## src/hw/umc_pkg.sv

```systemverilog
// Functional notes
// - port disabled: pins revert to port latches
// - idle-stop bit halts port in idle
// - infrared codec only when high-speed select zero
// - rts mode: 1 simplex, 0 flow control
// - pin usage field selects driven pins
// - wake: falling rx edge interrupts, rising clears
// - loopback routes transmit back to receiver
// - bits 14, 10 read zero; reset zero
package umc_pkg;
    // register byte addresses
    localparam logic [3:0] ADDR_MODE   = 4'h0;
    localparam logic [3:0] ADDR_STATUS = 4'h4;
    localparam logic [3:0] ADDR_MASK   = 4'h8;
    // mode register bit positions
    localparam int BIT_EN     = 15;
    localparam int BIT_SIDL   = 13;
    localparam int BIT_INFRARED_CODEC_ENABLE   = 12;
    localparam int BIT_RTS_PIN_MODE_BIT  = 11;
    localparam int BIT_UEN_LO = 8;
    localparam int BIT_WAKE   = 7;
    localparam int BIT_LOOPBACK_SELECT = 6;
    localparam int BIT_AUTO_BAUD_ENABLE  = 5;
    localparam int BIT_HIGH_SPEED_BAUD_SELECT   = 3;
    localparam logic [15:0] MODE_WMASK = 16'hbbff;
    localparam logic [15:0] MODE_RESET = 16'h0000;
    // status / mask bits
    localparam int EV_WAKE  = 0;
    localparam int EV_AUTO_BAUD_ENABLE = 1;
    localparam int EV_W     = 2;
    localparam logic [1:0] AXI_OKAY   = 2'b00;
    localparam logic [1:0] AXI_SLVERR = 2'b10;
    // pin usage encodings
    typedef enum logic [1:0] {
        UMC_PINS_TXRX, UMC_PINS_RTS, UMC_PINS_RTSCTS, UMC_PINS_BCLK
    } umc_pins_e;
    // pin driver controls
    typedef struct packed {
        logic tx_own;
        logic rts_own;
        logic cts_own;
        logic bclk_own;
    } umc_pinsel_s;
endpackage

```

## src/hw/umc_top.sv

```systemverilog
// The implementer's own choices: register access over AXI4-Lite and the address map.
`timescale 1ns/100ps
module umc_top
    import umc_pkg::*;
(
    // clock and reset
    input  wire logic        sys_clk,
    input  wire logic        sys_rst,
    // axi4-lite slave
    input  wire logic [3:0]  s_axi_awaddr,
    input  wire logic        s_axi_awvalid,
    output logic             s_axi_awready,
    input  wire logic [31:0] s_axi_wdata,
    input  wire logic [3:0]  s_axi_wstrb,
    input  wire logic        s_axi_wvalid,
    output logic             s_axi_wready,
    output logic [1:0]       s_axi_bresp,
    output logic             s_axi_bvalid,
    input  wire logic        s_axi_bready,
    input  wire logic [3:0]  s_axi_araddr,
    input  wire logic        s_axi_arvalid,
    output logic             s_axi_arready,
    output logic [31:0]      s_axi_rdata,
    output logic [1:0]       s_axi_rresp,
    output logic             s_axi_rvalid,
    input  wire logic        s_axi_rready,
    // device power state
    input  wire logic        dev_idle,
    input  wire logic        dev_sleep,
    // serial core side
    input  wire logic        core_tx,
    input  wire logic        core_rts,
    input  wire logic        core_bclk,
    input  wire logic        auto_baud_enable_done,
    output logic             core_rx,
    output logic             core_run,
    output logic             core_hold_idle,
    output logic             core_ir_en,
    output logic             core_rts_simplex,
    output logic             core_auto_baud_enable_go,
    // pins
    input  wire logic        receive_pin,
    input  wire logic        clear_to_send_pin,
    output logic             transmit_pin,
    output logic             transmit_pin_oe,
    output logic             request_to_send_pin,
    output logic             request_to_send_pin_oe,
    output logic             bclk_pin,
    output logic             bclk_pin_oe,
    output logic             core_cts,
    // interrupt
    output logic             irq
);
    // register state, bus holding registers and edge trackers
    logic [15:0]         serial_port_mode;
    logic [EV_W-1:0]     ev_status;
    logic [EV_W-1:0]     ev_mask;
    logic                aw_held;
    logic                w_held;
    logic [3:0]          aw_addr;
    logic [31:0]         w_data;
    logic [3:0]          w_strb;
    logic                rx_prev;
    logic                wake_armed;
    logic                auto_baud_enable_seen;
    umc_pinsel_s         next_pinsel;
    logic                wr_fire;
    logic                rd_fire;
    logic                en;
    logic [EV_W-1:0]     ev_set;
    logic [15:0]         mode_clr;

    // enable is the master switch for every pin and for the core, except the rts mode output and core_rx, which follow their own bits, core_tx and the rx pin alone
    assign en = serial_port_mode[BIT_EN];

    // byte lane merge for a 16-bit register
    function automatic logic [15:0] merge16(input logic [15:0] old, input logic [31:0] d,
                                            input logic [3:0] s);
        merge16 = old;
        if (s[0]) merge16[7:0] = d[7:0];
        if (s[1]) merge16[15:8] = d[15:8];
    endfunction

    // one decode for the three mapped words, shared by both channels
    function automatic logic reg_known(input logic [3:0] a);
        if (a == ADDR_MODE)
            reg_known = 1'b1;
        else if (a == ADDR_STATUS)
            reg_known = 1'b1;
        else if (a == ADDR_MASK)
            reg_known = 1'b1;
        else
            reg_known = 1'b0;
    endfunction

    // write address is caught and held until the data joins it; ready pulses
    // so a held address can never be overwritten by a second one
    assign wr_fire = aw_held && w_held && !s_axi_bvalid;
    always_ff @(posedge sys_clk) begin
        if (sys_rst) begin
            aw_held       <= 1'b0;
            aw_addr       <= 4'h0;
            s_axi_awready <= 1'b0;
        end else begin
            s_axi_awready <= !aw_held && !s_axi_awready;
            if (s_axi_awvalid && s_axi_awready) begin
                aw_held <= 1'b1;
                aw_addr <= s_axi_awaddr;
            end
            if (wr_fire)
                aw_held <= 1'b0;
        end
    end

    // write data is caught on its own ready, in either order with the address
    always_ff @(posedge sys_clk) begin
        if (sys_rst) begin
            w_held       <= 1'b0;
            w_data       <= 32'h0000_0000;
            w_strb       <= 4'h0;
            s_axi_wready <= 1'b0;
        end else begin
            s_axi_wready <= !w_held && !s_axi_wready;
            if (s_axi_wvalid && s_axi_wready) begin
                w_held <= 1'b1;
                w_data <= s_axi_wdata;
                w_strb <= s_axi_wstrb;
            end
            if (wr_fire)
                w_held <= 1'b0;
        end
    end

    // write response
    always_ff @(posedge sys_clk) begin
        if (sys_rst) begin
            s_axi_bvalid <= 1'b0;
            s_axi_bresp  <= AXI_OKAY;
        end else if (wr_fire) begin
            s_axi_bvalid <= 1'b1;
            if (reg_known(aw_addr))
                s_axi_bresp <= AXI_OKAY;
            else
                s_axi_bresp <= AXI_SLVERR;
        end else if (s_axi_bready) begin
            s_axi_bvalid <= 1'b0;
        end
    end

    // hardware-cleared mode bits
    always_comb begin
        mode_clr = 16'h0000;
        mode_clr[BIT_WAKE]  = wake_armed && rx_prev == 1'b0 && receive_pin;
        mode_clr[BIT_AUTO_BAUD_ENABLE] = serial_port_mode[BIT_AUTO_BAUD_ENABLE] && auto_baud_enable_done;
    end

    // mode register: any software write to it wins over the hardware clear in every bit, strobed or not
    always_ff @(posedge sys_clk) begin
        if (sys_rst) begin
            serial_port_mode <= MODE_RESET;
        end else if (wr_fire && aw_addr == ADDR_MODE) begin
            serial_port_mode <= merge16(serial_port_mode, w_data, w_strb) & MODE_WMASK;
        end else begin
            serial_port_mode <= serial_port_mode & ~mode_clr;
        end
    end

    // mask register
    always_ff @(posedge sys_clk) begin
        if (sys_rst) begin
            ev_mask <= '0;
        end else if (wr_fire && aw_addr == ADDR_MASK && w_strb[0]) begin
            ev_mask <= w_data[EV_W-1:0];
        end
    end

    // wake edge detection keeps sampling rx during sleep
    always_ff @(posedge sys_clk) begin
        if (sys_rst) begin
            rx_prev    <= 1'b1;
            wake_armed <= 1'b0;
        end else begin
            rx_prev <= receive_pin;
            if (!serial_port_mode[BIT_WAKE])
                wake_armed <= 1'b0;
            else if (dev_sleep && rx_prev && !receive_pin)
                wake_armed <= 1'b1;
        end
    end

    // events
    always_comb begin
        ev_set = '0;
        ev_set[EV_WAKE]  = serial_port_mode[BIT_WAKE] && dev_sleep && rx_prev &&
                           !receive_pin;
        ev_set[EV_AUTO_BAUD_ENABLE] = mode_clr[BIT_AUTO_BAUD_ENABLE];
    end

    // sticky status, cleared by read; a new event wins over the clear
    always_ff @(posedge sys_clk) begin
        if (sys_rst) begin
            ev_status <= '0;
        end else begin
            if (rd_fire && s_axi_araddr == ADDR_STATUS)
                ev_status <= ev_set;
            else
                ev_status <= ev_status | ev_set;
        end
    end

    // level interrupt, a cycle behind the status it reflects
    always_ff @(posedge sys_clk) begin
        if (sys_rst)
            irq <= 1'b0;
        else
            irq <= |(ev_status & ev_mask);
    end

    // read channel, one-cycle answer
    assign rd_fire = s_axi_arvalid && s_axi_arready;

    // address ready drops while an answer waits, so one read is in flight at most
    always_ff @(posedge sys_clk) begin
        if (sys_rst)
            s_axi_arready <= 1'b0;
        else
            s_axi_arready <= !s_axi_rvalid && !s_axi_arready && !rd_fire;
    end

    // read answer stands until rready is sampled high
    always_ff @(posedge sys_clk) begin
        if (sys_rst) begin
            s_axi_rvalid  <= 1'b0;
            s_axi_rdata   <= 32'h0000_0000;
            s_axi_rresp   <= AXI_OKAY;
        end else begin
            if (rd_fire) begin
                s_axi_rvalid <= 1'b1;
                s_axi_rresp  <= reg_known(s_axi_araddr) ? AXI_OKAY : AXI_SLVERR;
                if (s_axi_araddr == ADDR_MODE)
                    s_axi_rdata <= {16'h0000, serial_port_mode};
                else if (s_axi_araddr == ADDR_STATUS)
                    s_axi_rdata <= {{(32-EV_W){1'b0}}, ev_status};
                else if (s_axi_araddr == ADDR_MASK)
                    s_axi_rdata <= {{(32-EV_W){1'b0}}, ev_mask};
                else begin
                    s_axi_rdata <= 32'h0000_0000;
                    s_axi_rresp <= AXI_SLVERR;
                end
            end else if (s_axi_rready) begin
                s_axi_rvalid <= 1'b0;
            end
        end
    end

    // pin ownership from the usage field
    always_comb begin
        next_pinsel = '0;
        if (en) begin
            next_pinsel.tx_own = 1'b1;
            case (umc_pins_e'(serial_port_mode[BIT_UEN_LO+:2]))
                UMC_PINS_RTS:    next_pinsel.rts_own = 1'b1;
                UMC_PINS_RTSCTS: begin
                    next_pinsel.rts_own = 1'b1;
                    next_pinsel.cts_own = 1'b1;
                end
                UMC_PINS_BCLK:   next_pinsel.bclk_own = 1'b1;
                default:         next_pinsel.rts_own = 1'b0;
            endcase
        end
    end

    // a measurement begun stays flagged until done so the core is started once
    always_ff @(posedge sys_clk) begin
        if (sys_rst || !en)
            auto_baud_enable_seen <= 1'b0;
        else
            auto_baud_enable_seen <= serial_port_mode[BIT_AUTO_BAUD_ENABLE] && !auto_baud_enable_done;
    end

    // transmit pin; loopback keeps tx off the pin so the far side sees the latch level
    always_ff @(posedge sys_clk) begin
        if (sys_rst) begin
            transmit_pin    <= 1'b1;
            transmit_pin_oe <= 1'b0;
        end else begin
            transmit_pin    <= core_tx;
            transmit_pin_oe <= next_pinsel.tx_own && !serial_port_mode[BIT_LOOPBACK_SELECT];
        end
    end

    // request-to-send pin, driven only when the usage field hands it over
    always_ff @(posedge sys_clk) begin
        if (sys_rst) begin
            request_to_send_pin    <= 1'b1;
            request_to_send_pin_oe <= 1'b0;
        end else begin
            request_to_send_pin    <= core_rts;
            request_to_send_pin_oe <= next_pinsel.rts_own;
        end
    end

    // baud clock pin shares the usage field with the handshake pins
    always_ff @(posedge sys_clk) begin
        if (sys_rst) begin
            bclk_pin    <= 1'b0;
            bclk_pin_oe <= 1'b0;
        end else begin
            bclk_pin    <= core_bclk;
            bclk_pin_oe <= next_pinsel.bclk_own;
        end
    end

    // receive side of the core; an unowned clear-to-send pin is not passed on
    always_ff @(posedge sys_clk) begin
        if (sys_rst) begin
            core_rx  <= 1'b1;
            core_cts <= 1'b0;
        end else begin
            core_rx  <= serial_port_mode[BIT_LOOPBACK_SELECT] ? core_tx : receive_pin;
            core_cts <= next_pinsel.cts_own ? clear_to_send_pin : 1'b0;
        end
    end

    // run and hold; idle-stop only matters while the port is on
    always_ff @(posedge sys_clk) begin
        if (sys_rst) begin
            core_run       <= 1'b0;
            core_hold_idle <= 1'b1;
        end else begin
            core_run       <= en && !(serial_port_mode[BIT_SIDL] && dev_idle);
            core_hold_idle <= !en;
        end
    end

    // codec, rts mode and baud measurement controls
    always_ff @(posedge sys_clk) begin
        if (sys_rst) begin
            core_ir_en       <= 1'b0;
            core_rts_simplex <= 1'b0;
            core_auto_baud_enable_go    <= 1'b0;
        end else begin
            // the codec timing only fits the 16x clock, so a fast baud setting vetoes it
            core_ir_en       <= en && serial_port_mode[BIT_INFRARED_CODEC_ENABLE] &&
                                !serial_port_mode[BIT_HIGH_SPEED_BAUD_SELECT];
            core_rts_simplex <= serial_port_mode[BIT_RTS_PIN_MODE_BIT];
            core_auto_baud_enable_go    <= en && auto_baud_enable_seen;
        end
    end
endmodule

```

## config.mk

```make
export PLATFORM = sky130hd
export DESIGN_NAME = umc_top
export DESIGN_NICKNAME = d
export VERILOG_FILES = /design/src/hw/umc_pkg.sv /design/src/hw/umc_top.sv
export SDC_FILE = /design/constraint.sdc
export NUM_CORES = 1
export LEC_CHECK = 0
export BUFFER_PORTS_ARGS = -buffer_cell sky130_fd_sc_hd__buf_4
export CORE_MARGIN = 2
export CORE_UTILIZATION = 39
export CTS_BUF_LIST = sky130_fd_sc_hd__clkbuf_8
export DETAILED_ROUTE_END_ITERATION = 12
export HOLD_SLACK_MARGIN = 0.02
export PLACE_DENSITY_LB_ADDON = 0.1
export SETUP_SLACK_MARGIN = 0.1
export SYNTH_ARGS = -nofsm -noshare
export SYNTH_HDL_FRONTEND = slang
export SYNTH_SLANG_ARGS = --single-unit
```

## constraint.sdc

```tcl
create_clock -name sys_clk -period 1.75 [get_ports sys_clk]
set_input_delay 0.175 -clock sys_clk [delete_from_list [all_inputs] [get_ports sys_clk]]
set_output_delay 0.175 -clock sys_clk [all_outputs]
set_load 0.01 [all_outputs]
```

==> results.sh <==
export IMPL_outcome="completed"
export IMPL_use_met2=0.226
export IMPL_p_total_uw=3660
export IMPL_cts_sinks=78
export IMPL_synth_cell_types=43
export IMPL_report_final_slew_viol_count=0
export IMPL_grt_overflow=0
export IMPL_yosys_warnings=0
export IMPL_drtPass1Iterations=4
export IMPL_synth_cells=341
export IMPL_worstHoldStart="core_bclk"
export IMPL_fmax_mhz=692
export IMPL_avgSynthCellArea_um2=9.42
export IMPL_hold_depth=2
export IMPL_min_to="bclk_pin$_SDFF_PP0_"
export IMPL_cp_buffers_inverters=0
export IMPL_max_slew_margin_rel=0.635
export IMPL_final_hold_viol_count=0
export IMPL_dp_hpwl_um=4770
export IMPL_path_max_fanout=12
export IMPL_fin_crit_ns=1.44
export IMPL_hold_path_class="in2reg"
export IMPL_cp_slowest_stage_delay_ns=0.45
export IMPL_stdcell_area_um2=4010
export IMPL_drv_cap=0
export IMPL_synth_most_common_cell="dfxtp_1"
export IMPL_period_share=0.825
export IMPL_cts_tree="done"
export IMPL_grtUsageMet1=0.219
export IMPL_ir_drop_uv=350
export IMPL_drtIter0Drc=81
export IMPL_worstPathArrival_ns=1.73
export IMPL_r2r_end="serial_port_mode[4]$_SDFFE_PP0P_"
export IMPL_critical_path_class="reg2reg"
export IMPL_path_cells="and3b_1 -> and3_1 -> mux2i_1"
export IMPL_synth_seq_cells=78
export IMPL_antenna_left=0
export IMPL_end_kind="flop"
export IMPL_regArea_um2=1560
export IMPL_drc=0
export IMPL_die_h_um=94.8
export IMPL_root_buffer="clkbuf_8"
export IMPL_drt_total_wl_um=6670
export IMPL_r2r_worst_path_cells=3
export IMPL_die_w_um=94.8
export IMPL_synth_top_cell_area_share=0.486
export IMPL_initial_core_util=0.397
export IMPL_synthFlopType="dfxtp_1"
export IMPL_critPathSlowestCell="and3b_1"
export IMPL_setup_viol=0
export IMPL_path_clk_slew_ns=0.08
export IMPL_grt_max_degree=48
export IMPL_insertion_delay_ns=0.35
export IMPL_use_met3=0.0319
export IMPL_die_area_um2=8980
export IMPL_rrSetupSlack_ns=0.31
export IMPL_coreArea_um2=8090
export IMPL_grt_pass1_wl_um=10800
export IMPL_r2r_start="s_axi_bvalid$_SDFFE_PP0P_"
export IMPL_cts_made_buffers=9
export IMPL_cts_max_level=3
export IMPL_routed_via_density=4.63
export IMPL_synthTopCellsByArea="dfxtp_1 (49%), nand2_1 (6.2%), a21oi_1 (5.8%), buf_4 (5.1%), nand2b_1 (3.9%)"
export IMPL_avgRoutedWirePerCell_um=12.7
export IMPL_synth_top_area_cell="dfxtp_1"
export IMPL_track_usage=0.156
export IMPL_io_pins=114
export IMPL_clockBufferDepth=2
export IMPL_synth_edf_count=0
export IMPL_worstPathRequired_ns=2.03
export IMPL_final_core_util=0.496
export IMPL_io_buffers=73
export IMPL_num_nets_final=477
export IMPL_row_count=33
export IMPL_place_congestion=0.719
export IMPL_rsz0062_at_grt="false"
export IMPL_post_cts_buffers=0
export IMPL_multiInputGateArea_um2=1420
export IMPL_n_antenna_cell=0
export IMPL_syn_area_um2=3210
export IMPL_fillers=816
export IMPL_seq_area_frac_synth=0.486
export IMPL_dpl_instance_area_um2=3750
export IMPL_startpoint_type="flop"
export IMPL_async_flop_share=0
export IMPL_grt_pass1_vias=2189
export IMPL_power_density_nw_per_um2=911
export IMPL_vias=2436
export IMPL_ctsResizeCount=0
export IMPL_synth_commonest_cells="dfxtp_1 (78), nand2_1 (53), a21oi_1 (37), buf_4 (22), nand2b_1 (20)"
export IMPL_antenna_found_initial=0
export IMPL_path_delay_family="simple AND/OR/NAND/NOR gates"
export IMPL_setup_tns_final_ns=0
export IMPL_fin_skew_ns=0.00722
export IMPL_gr_max_usage_layer="met2"
export IMPL_areaGrowthSynthToFinish_pct=24.9
export IMPL_leakagePower_uw=0.00156
export IMPL_tightest_slew_ns=0.547
export IMPL_drive_gt1_frac=0.306
[cell usage in the layout (no fill, tap or decap), types with 2 or more instances in the layout]
master / netlist / routed
buf_4: 22 / 80
dfxtp_1: 78 / 78
nand2_1: 53 / 53
a21oi_1: 37 / 37
nand2b_1: 20 / 20
conb_1: 1 / 20
a21oi_2: 11 / 11
nand3_2: 10 / 10
clkbuf_8: 1 / 10
nor2_1: 9 / 9
mux2i_1: 9 / 9
nor3_1: 8 / 8
nand3_1: 7 / 7
nor2b_1: 7 / 7
nand4_1: 6 / 6
o21ai_1: 6 / 6
inv_1: 4 / 4
and2_1: 4 / 4
dlygate4sd3_1: 0 / 4
or2_2: 3 / 3
and3b_1: 2 / 2
nor4_4: 2 / 2
and3_1: 2 / 2
o41ai_1: 2 / 2
a211oi_1: 2 / 2
a32o_1: 2 / 2
ha_1: 2 / 2
bufinv_16: 0 / 2
clkinvlp_4: 0 / 2
clkinv_2: 0 / 2
[final cells by class]
cell class	count	share of cell area
multi-input cells	238	0.354
well taps	105	0.0327
clock inverters	6	0.0212
inverters	4	0.00374
flip-flops and latches	78	0.389
repair buffers	85	0.165
clock buffers	10	0.0343
[layer usage]
layer  part of all wire  up-vias
met5                  0        -
met4              0.021        0
met3              0.047       11
met2               0.43       64
met1               0.50     1091
li1                   -     1270
[kinds of logic (layout without fill, tap and decap cells)]
group / Yosys count / count (layout) / share of synthesized area
flops: 78 / 78 / 0.486
fa+ha+maj: 2 / 2 / 0.00779
compound gates: 65 / 65 / 0.129
simple gates: 141 / 141 / 0.251
mux: 10 / 10 / 0.0315
buf+inv: 44 / 105 / 0.0935
other cells: 1 / 20 / 0.00117
[through the flow]
step | hold slack [ns] | cells | worst slack [ns]
final | 0.0308 | 526 | 0.305
after global routing | 0.0440 | 526 | 0.181
after CTS | 0.0216 | 526 | 0.293
after detailed placement | 0.364 | 506 | 0.315
after global placement | 0.361 | 506 | 0.345
after floorplan | 0.271 | 360 | 0.495
[repair_timing]
item / CTS / global route
hold endpoints to repair: 4 / 0
setup endpoints to repair: 0 / 0
hold buffers: 4 / 0
[how the worst max path moves through the flow]
stage / from / end / slack (ns) / cells after the start
finish: s_axi_bvalid$_SDFFE_PP0P_ / serial_port_mode[4]$_SDFFE_PP0P_ / 0.31 / 3
global route: w_held$_SDFFE_PP0P_ / serial_port_mode[4]$_SDFFE_PP0P_ / 0.18 / 3
CTS: aw_held$_SDFFE_PP0P_ / serial_port_mode[4]$_SDFFE_PP0P_ / 0.29 / 3
detailed placement: aw_held$_SDFFE_PP0P_ / serial_port_mode[4]$_SDFFE_PP0P_ / 0.31 / 3
global placement: aw_held$_SDFFE_PP0P_ / serial_port_mode[2]$_SDFFE_PP0P_ / 0.34 / 3
floorplan: aw_addr[1]$_SDFFE_PP0P_ / serial_port_mode[11]$_SDFFE_PP0P_ / 0.50 / 3
[flip-flops by register name (all words and copies together) (netlist names), 2 cells and up]
name,flops
serial_port_mode,14
aw_addr,4
w_strb,2
w_data,14
s_axi_rdata,14
ev_mask,2
ev_status,2
[power by group]
part | internal (µW) | total (µW) | switching [µW]
Combinational | 145 | 317 | 171
Sequential | 1820 | 1850 | 36.8
Clock | 836 | 1490 | 650
Note: power is estimated with default switching activity, not from simulation.
